File: src/core/sdi_pkg.sv
// package for the serial converter input interface
// assumes one 20 MHz system clock shared by both ends
package sdi_pkg;
  localparam int WORD_W = 16;
  localparam logic [15:0] MID_CODE = 16'h8000;
  localparam int SEG_W = 15;
  localparam int LADDER_W = 12;
  localparam int CLK_NS = 50;
  localparam int LOAD_MIN_NS = 30;
  localparam int LOAD_CYC = (LOAD_MIN_NS + CLK_NS - 1) / CLK_NS;
  localparam int SCK_HALF = 4;
  localparam logic [3:0] SCK_HALF_M1 = 4'(SCK_HALF - 1);
  localparam logic [4:0] BIT_LAST = 5'(WORD_W - 1);
  localparam logic [3:0] LOAD_CYC_M1 = 4'(LOAD_CYC);
  typedef enum logic [2:0] {
    SDI_IDLE,
    SDI_SHIFT,
    SDI_GAP,
    SDI_LOAD,
    SDI_DONE
  } sdi_host_state_t;
endpackage : sdi_pkg

File: src/core/sdi_link_if.sv
// link wires between the host master and the converter front end
// assumes both ends sample these with their own clock
`timescale 1ns/100ps
`default_nettype none
interface sdi_link_if;
  logic cs_n;
  logic sck;
  logic sdata;
  logic latch_load_n;
  modport host (output cs_n, output sck, output sdata, output latch_load_n);
  modport dev  (input cs_n, input sck, input sdata, input latch_load_n);
endinterface : sdi_link_if
`default_nettype wire

File: src/core/sdi_dev.sv
// converter serial front end: shift, input register, latch, decoder
// assumes link pins are asynchronous and sampled by clock
// What this block does
// - words, shift, input and latch registers are sixteen bits; segment outputs fifteen, ladder twelve
// - reset loads mid-scale into input and latch
// - shift register has no reset value
// - longer frames keep last sixteen bits
// - short frames leave old bits in place
// - host pads short data, first load full
// - chip select high ignores clock and data
// - host is master, drives clock and select
// - host changes data on falling clock
// - sample rising clock edge, MSB first
// - select rising copies shift to input register
// - host sends sixteen clocks then raises select
// - extra clocks: last sixteen bits transferred
// - broken frame needs fresh full word
// - load low with select high copies input register to latch
// - host holds load high during frame
// - load tied low updates after select rise
// - host waits four clocks after select rise, then holds load low four clocks (200 ns)
// - host keeps bit rate under limit
// - latch code is plain unsigned binary
// - upper nibble thermometer, low twelve to ladder
`timescale 1ns/100ps
`default_nettype none
module sdi_dev
  import sdi_pkg::*;
(
  input  wire logic                clock,
  input  wire logic                rst,
  sdi_link_if.dev                  link,
  output var  logic [WORD_W-1:0]   latch_code,
  output var  logic [SEG_W-1:0]    seg_sw,
  output var  logic [LADDER_W-1:0] ladder_sw
);
  // ----------------------------------------
  // pin synchronisers
  // ----------------------------------------
  logic [2:0] cs_s_reg, sck_s_reg, sd_s_reg, ld_s_reg;
  logic [2:0] cs_s_next, sck_s_next, sd_s_next, ld_s_next;
  always_comb
  begin
    cs_s_next  = {cs_s_reg[1:0], link.cs_n};
    sck_s_next = {sck_s_reg[1:0], link.sck};
    sd_s_next  = {sd_s_reg[1:0], link.sdata};
    ld_s_next  = {ld_s_reg[1:0], link.latch_load_n};
  end
  always_ff @(posedge clock)
  begin
    if (rst)
    begin
      cs_s_reg  <= 3'h7;
      sck_s_reg <= 3'h0;
      sd_s_reg  <= 3'h0;
      ld_s_reg  <= 3'h7;
    end
    else
    begin
      cs_s_reg  <= cs_s_next;
      sck_s_reg <= sck_s_next;
      sd_s_reg  <= sd_s_next;
      ld_s_reg  <= ld_s_next;
    end
  end
  // bit 0 is the metastable stage; only bits 1 and 2 are read
  logic cs_rise, sck_rise, cs_low;
  assign cs_low   = ~cs_s_reg[1];
  assign cs_rise  = cs_s_reg[1] & ~cs_s_reg[2];
  assign sck_rise = sck_s_reg[1] & ~sck_s_reg[2];

  // ----------------------------------------
  // shift, input register, latch
  // ----------------------------------------
  logic [WORD_W-1:0] shift_reg, shift_next;
  logic [WORD_W-1:0] input_reg, input_next;
  logic [WORD_W-1:0] latch_reg, latch_next;
  logic              pend_reg, pend_next;
  always_comb
  begin
    shift_next = shift_reg;
    if (cs_low && sck_rise)
      shift_next = {shift_reg[WORD_W-2:0], sd_s_reg[1]};
    input_next = input_reg;
    pend_next  = pend_reg;
    if (cs_rise)
    begin
      input_next = shift_reg;
      pend_next  = 1'b1;
    end
    latch_next = latch_reg;
    // pending load lets a held-low load pin follow each new word
    if (!ld_s_reg[1] && !cs_low && pend_reg)
    begin
      latch_next = input_reg;
      pend_next  = cs_rise;
    end
  end
  // shift register keeps no reset: contents undefined until shifted
  always_ff @(posedge clock)
    shift_reg <= shift_next;
  always_ff @(posedge clock)
  begin
    if (rst)
    begin
      input_reg <= MID_CODE;
      latch_reg <= MID_CODE;
      pend_reg  <= 1'b0;
    end
    else
    begin
      input_reg <= input_next;
      latch_reg <= latch_next;
      pend_reg  <= pend_next;
    end
  end

  // ----------------------------------------
  // segment decoder
  // ----------------------------------------
  logic [SEG_W-1:0]    seg_next;
  logic [LADDER_W-1:0] lad_next;
  always_comb
  begin
    for (int i = 0; i < SEG_W; i++)
      seg_next[i] = (latch_reg[WORD_W-1 -: 4] > 4'(i));
    lad_next = latch_reg[LADDER_W-1:0];
  end
  always_ff @(posedge clock)
  begin
    if (rst)
    begin
      latch_code <= MID_CODE;
      seg_sw     <= 15'h00FF;
      ladder_sw  <= 12'h000;
    end
    else
    begin
      latch_code <= latch_reg;
      seg_sw     <= seg_next;
      ladder_sw  <= lad_next;
    end
  end
endmodule : sdi_dev
`default_nettype wire

File: src/flat_wrapper.sv
// flat-port wrapper written by rule: the top's interface ports become plain ports
module sdi_dev_flat import sdi_pkg::*;
  (clock, rst, latch_code, seg_sw, ladder_sw, link_cs_n, link_sck, link_sdata, link_latch_load_n);
  sdi_link_if link_i ();
  input  wire logic clock;
  input  wire logic rst;
  output var  logic [WORD_W-1:0] latch_code;
  output var  logic [SEG_W-1:0] seg_sw;
  output var  logic [LADDER_W-1:0] ladder_sw;
  input wire logic [$bits(link_i.cs_n)-1:0] link_cs_n;
  input wire logic [$bits(link_i.sck)-1:0] link_sck;
  input wire logic [$bits(link_i.sdata)-1:0] link_sdata;
  input wire logic [$bits(link_i.latch_load_n)-1:0] link_latch_load_n;
  assign link_i.cs_n = link_cs_n;
  assign link_i.sck = link_sck;
  assign link_i.sdata = link_sdata;
  assign link_i.latch_load_n = link_latch_load_n;
  sdi_dev u_core (.clock(clock), .rst(rst), .link(link_i), .latch_code(latch_code), .seg_sw(seg_sw), .ladder_sw(ladder_sw));
endmodule
File: config.mk
export PLATFORM = sky130hd
export DESIGN_NAME = sdi_dev_flat
export DESIGN_NICKNAME = d
export VERILOG_FILES = /design/src/core/sdi_pkg.sv /design/src/core/sdi_link_if.sv /design/src/core/sdi_dev.sv /design/src/flat_wrapper.sv
export SDC_FILE = /design/constraint.sdc
export NUM_CORES = 1
export LEC_CHECK = 0
export BUFFER_PORTS_ARGS = -buffer_cell sky130_fd_sc_hd__buf_2
export CAP_MARGIN = 20
export CELL_PAD_IN_SITES_DETAIL_PLACEMENT = 0
export CELL_PAD_IN_SITES_GLOBAL_PLACEMENT = 1
export CORE_MARGIN = 2
export CORE_UTILIZATION = 30
export CTS_CLUSTER_SIZE = 25
export DETAILED_ROUTE_END_ITERATION = 8
export GPL_ROUTABILITY_DRIVEN = 0
export PLACE_DENSITY_LB_ADDON = 0.05
export SETUP_SLACK_MARGIN = 0.02
export SLEW_MARGIN = 20
export SYNTH_ARGS = -nofsm -noshare
export SYNTH_HDL_FRONTEND = slang
export SYNTH_SLANG_ARGS = --single-unit
File: constraint.sdc
create_clock -name clock -period 2.25 [get_ports clock]
set_input_delay 0.5625 -clock clock [delete_from_list [all_inputs] [get_ports clock]]
set_output_delay 0.5625 -clock clock [all_outputs]
set_load 0.005 [all_outputs]
==> results of run 1 <==
[path summary, 6_finish.rpt]
path,end,slack [ns],cells after the start
max,u_core.latch_reg[11]$_SDFFE_PP0P_,0.84,3
min,u_core.cs_s_reg[0]$_SDFF_PP1_,0.39,2
max reg2reg,u_core.latch_reg[11]$_SDFFE_PP0P_,0.84,3
min reg2reg,u_core.shift_reg[0]$_DFFE_PP_,0.41,0
[metal layers]
layer / global-route usage (%) / part of all wire (%) / up-vias
li1: - / - / 925
met1: 13.84 / 52 / 796
met2: 14.68 / 42 / 41
met3: 2.712 / 4.3 / 11
met4: 5.538 / 2.2 / 0
met5: 0 / 0 / -
[final cells by class]
| class | instances | area [µm²] |
|---|---|---|
| multi-input cells | 151 | 759.5 |
| flip-flops and latches | 90 | 1962 |
| fillers | 983 | 5992 |
| well taps | 129 | 161.4 |
| clock buffers | 10 | 127.6 |
| repair buffers | 52 | 270.3 |
| clock inverters | 6 | 40.04 |
| inverters | 4 | 15.01 |
[layout by cell type (no fill, tap or decap), drive strengths merged]
master	instances
a21oi	33
and3	1
and3b	1
buf	52
clkbuf	10
clkinv	3
dfxtp	74
edfxtp	16
inv	7
nand2	69
nand2b	3
nand3	1
nand3b	2
nor2	8
nor2b	21
nor3	2
nor3b	1
o21ai	2
or2	6
or3	1
[kinds of logic (layout without fill, tap and decap cells)]
| family | count (synthesis) | count (layout) | synth area share, % |
|---|---|---|---|
| compound gates | 35 | 35 | 7.299 |
| buf+inv | 32 | 72 | 6.784 |
| flops | 90 | 90 | 67.32 |
| simple gates | 116 | 116 | 18.59 |
[power breakdown]
part	internal, mW	total [mW]	switching (mW)
combinational	0.0167	0.0488	0.0321
sequential	1.65	1.66	0.00767
clock	0.406	0.971	0.565
==> flow_summary.ini, run 1 <==
[critical_path]
cpPeakStageDelay_ns = 0.57
critPathTopFamily = simple AND/OR/NAND/NOR gates
slowest_stage = and3b_1
worstPathMaxFanout = 15
startpoint_type = flip-flop
cp-end-kind = flip-flop
crit_type = reg -> reg
startpoint = u_core.cs_s_reg[1]$_SDFF_PP1_
reg2reg_from = u_core.cs_s_reg[1]$_SDFF_PP1_
worst_ep_required_time_ns = 2.53
cp.arrival_ns = 1.69
crit_buf_inv = 0
cp_cell_sequence = and3b_1 -> nand2_1 -> a21oi_1

[clock_network]
cts_max_path_buffers = 2
path_clk_slew_ns = 0.09
cts_buffers = 9
cts_setup_buffers = 0
root_buffer = clkbuf_8
postCtsHoldBufs = 0
cts_sinks = 90
cts_tree = done
postCtsResizedCells = 0
insertion_delay_ns = 0.35
htreeDepth = 3

[die]
dieHeight_um = 102.6
core_um2 = 9328
die_w_um = 102.6
initial_core_util_pct = 31.24
dieArea_um2 = 10520
top_level_ports = 49
row_count = 35

[sta]
hold_viol_final = 0
finalWorstSetupSlack_ns = 0.8409
finalCritPeriodShare_pct = 62.63
fin_hold_ws_ns = 0.3907
rsz0062_at_grt = false
relSlewSlack_pct = 54.67
fmax_mhz = 709.7
finalSetupViolations = 0
final.setup.tns_ns = 0
tightestPinTransition_ns = 0.6800
min_period_ns = 1.409
slew_viol_final = 0
finalClockSkew_ns = 0.01184

[synth]
syn_inst = 273
yosysWarnings = 0
synth.most_common_cell = dfxtp_1
synth_flop_cell = dfxtp_1
yosys.area.top_type = dfxtp_1
synth_seq_cells = 90
ys_seq_area_share_pct = 67.33
syn_area_um2 = 2914
synth.top_cells.by_count = dfxtp_1 (74), nand2_1 (69), a21oi_1 (23)
syn_avg_cell_area_um2 = 10.67
synth.top_cell.area_share_pct = 50.84
synth-edff-count = 16
synth.area.top_cells = dfxtp_1 (51%), edfxtp_1 (16%), nand2_1 (8.9%)
ys_types = 25
synth-async-reset-ratio_pct = 0
syn_nets = 279

[power]
ir_drop_mv = 0.2690
totalPowerFinal_mw = 2.676
powerDensity_nw_per_um2 = 802.3
p_leak_nw = 1.273

[drt]
wl_per_cell_um = 11.27
firstDrtPassIters = 4
vias_per_cell = 4.011
ant_nets = 0
drc = 0
drt_iter0_drc = 33
vias = 1773
wl_mm = 4.982

[global_routing]
antenna_found_initial = 0
grt_pass1_vias = 1594
grt_pass1_wl_mm = 8.045
overflow = 0
track_usage_pct = 10.16
grt_max_degree = 35

[final_layout]
diodes = 0
design_area_um2 = 3336
drive_above_1_share_pct = 27.16
syn_to_final_growth_pct = 14.47
fin_util_pct = 35.76
stdcell_count = 442
nets = 314

[placement]
port_buffers = 48
dpl.hpwl_mm = 3.144
dpl_cell_area_um2 = 3168
dp_cells = 426
dp_slack_ns = 0.5732

[run_status]
status = finished, final reports clean

[worst_hold_path]
min_from = link_cs_n
hp-class = in -> reg

[run]
drv_cap = 0
Note: power is estimated with default switching activity, not from simulation.
==> run 2: changes to the inputs <==
- clock period: 2.25 -> 1.45 ns (I/O delays scaled with it)
==> run 2 against run 1 <==
Compared with the run above: sequential share of layout area is 1.8 points lower; global-route usage is 0.46 points higher; cell area is 3.2% higher; critical path depth is 1 higher; clock-buffer cell count is 4 higher; via count is 0.62% lower.
==> flow_summary.ini, run 2 (same netlist as run 1, synthesis figures left out) <==
[run_status]
status = finished, final reports clean

[critical_path]
worstPathMaxFanout = 15
slowest_stage = dfxtp_1
cp-end-kind = flip-flop
cp.arrival_ns = 1.50
cp_num_cells = 4
critPathTopFamily = flip-flops
startpoint_type = flip-flop
ff2ff_path_depth = 4
crit_buf_inv = 1
worst_ep_required_time_ns = 1.74
cpPeakStageDelay_ns = 0.51
crit_type = reg -> reg
cp_cell_sequence = and3b_1 -> buf_4 -> nand2_1 -> a21oi_1

[global_routing]
overflow = 0
grt_pass1_vias = 1542
grt_pass1_wl_mm = 8.328
grt_max_degree = 30
antenna_found_initial = 0
track_usage_pct = 10.62

[final_layout]
diodes = 0
nets = 317
drive_above_1_share_pct = 27.53
final_common_cell = dfxtp_1
design_area_um2 = 3441
syn_to_final_growth_pct = 18.08
mostFrequentLayoutCells = dfxtp_1 (74), nand2_1 (69), buf_2 (48)

[power]
internal_power_mw = 3.472
clkPwrFrac_pct = 39.5
comb_power_share_pct = 1.9
ir_drop_mv = 0.4726
swShare_pct = 20.95
p_leak_nw = 1.314
seq_power_share_pct = 58.6
powerDensity_nw_per_um2 = 1277
power.switching_uw = 920.3

[sta]
hold_viol_final = 0
finalCritPeriodShare_pct = 83.91
rsz0062_at_grt = false
finalClockSkew_ns = 0.01004
fmax_mhz = 821.9
final.setup.tns_ns = 0
relSlewSlack_pct = 73.50
finalSetupViolations = 0
slew_viol_final = 0
min_period_ns = 1.217
tightestPinTransition_ns = 0.3969

[clock_network]
cts_buffers = 9
path_clk_slew_ns = 0.09
root_buffer = clkbuf_8
cts_sinks = 90
cts_tree = done
htreeDepth = 3
cts_max_path_buffers = 2
insertion_delay_ns = 0.35

[die]
dieHeight_um = 102.6
dieArea_um2 = 10520
row_count = 35
core_um2 = 9328
top_level_ports = 49
die_w_um = 102.6
initial_core_util_pct = 31.24

[worst_hold_path]
hp-class = in -> reg
min_path_cells = 2

[drt]
wl_mm = 5.239
ant_nets = 0
drt_iter0_drc = 81
vias = 1762
drc = 0
firstDrtPassIters = 4
vias_per_cell = 3.960
wl_per_cell_um = 11.77

[placement]
port_buffers = 48
dpl_cell_area_um2 = 3222
dpl.hpwl_mm = 3.259

[run]
drv_cap = 0
run 2: cell types whose count changed in the layout (fill, tap and decap cells not counted), moves of 2 or more:
cell,delta
clkbuf_16,+2
clkinvlp_4,+2
buf_12,+2
inv_4,-2
clkinv_2,-2
run 2: final timing paths:
check	startpoint	end	slack (ns)
max	u_core.cs_s_reg[1]$_SDFF_PP1_	u_core.latch_reg[9]$_SDFFE_PP0P_	0.23
min	link_latch_load_n	u_core.ld_s_reg[0]$_SDFF_PP1_	0.19
max reg2reg	u_core.cs_s_reg[1]$_SDFF_PP1_	u_core.latch_reg[9]$_SDFFE_PP0P_	0.23
min reg2reg	u_core.sd_s_reg[1]$_SDFF_PP0_	u_core.shift_reg[0]$_DFFE_PP_	0.41
run 2: repair_timing:
item / in CTS / in global routing
setup buffers: 0 / 0
hold buffers: 0 / 0
resized for setup: 0 / 1
endpoints found under the setup margin: 0 / 1
run 2: layout make-up:
class / count / area, µm²
fill: 962 / 5887
sequential: 90 / 1962
multi-input combinational: 151 / 774.5
timing repair buffer: 55 / 317.8
clock buffer: 14 / 195.2
tap: 129 / 161.4
clock inverter: 2 / 15.01
inverter: 4 / 15.01
run 2: per-stage QoR:
| stage | total power, mW | cells | setup WS [ns] | hold slack, ns | util, % |
|---|---|---|---|---|---|
| floorplan | 2.684 | 273 | 0.1725 | 0.3855 | - |
| global placement | 2.716 | 429 | 0.2061 | 0.3890 | 34.54 |
| detailed placement | 2.717 | 429 | 0.1399 | 0.3914 | 34.54 |
| CTS | 4.460 | 445 | 0.1142 | 0.1734 | 36.79 |
| global route | 4.570 | 445 | 0.1075 | 0.1746 | 36.89 |
| finish | 4.393 | 445 | 0.2332 | 0.1925 | 36.89 |
run 2: power groups by stage:
stage                     combinational (mW)  sequential, mW  clock, mW
after floorplan                       0.0578            2.63          0
after global placement                0.0845            2.63          0
after detailed placement              0.0850            2.63          0
after CTS                             0.0853            2.57       1.80
after global routing                  0.0937            2.58       1.90
final                                 0.0830            2.57       1.74
run 2: per-layer routing:
layer  track usage (%)  vias to the layer above  wire length (µm)  part of all wire (%)
met5                 0                        -                 0                     0
met4             6.769                        0               141                   2.7
met3             2.305                       10               205                   3.9
met2             12.72                       38              1891                    36
met1             16.65                      779              3001                    57
li1                  -                      935                 -                     -
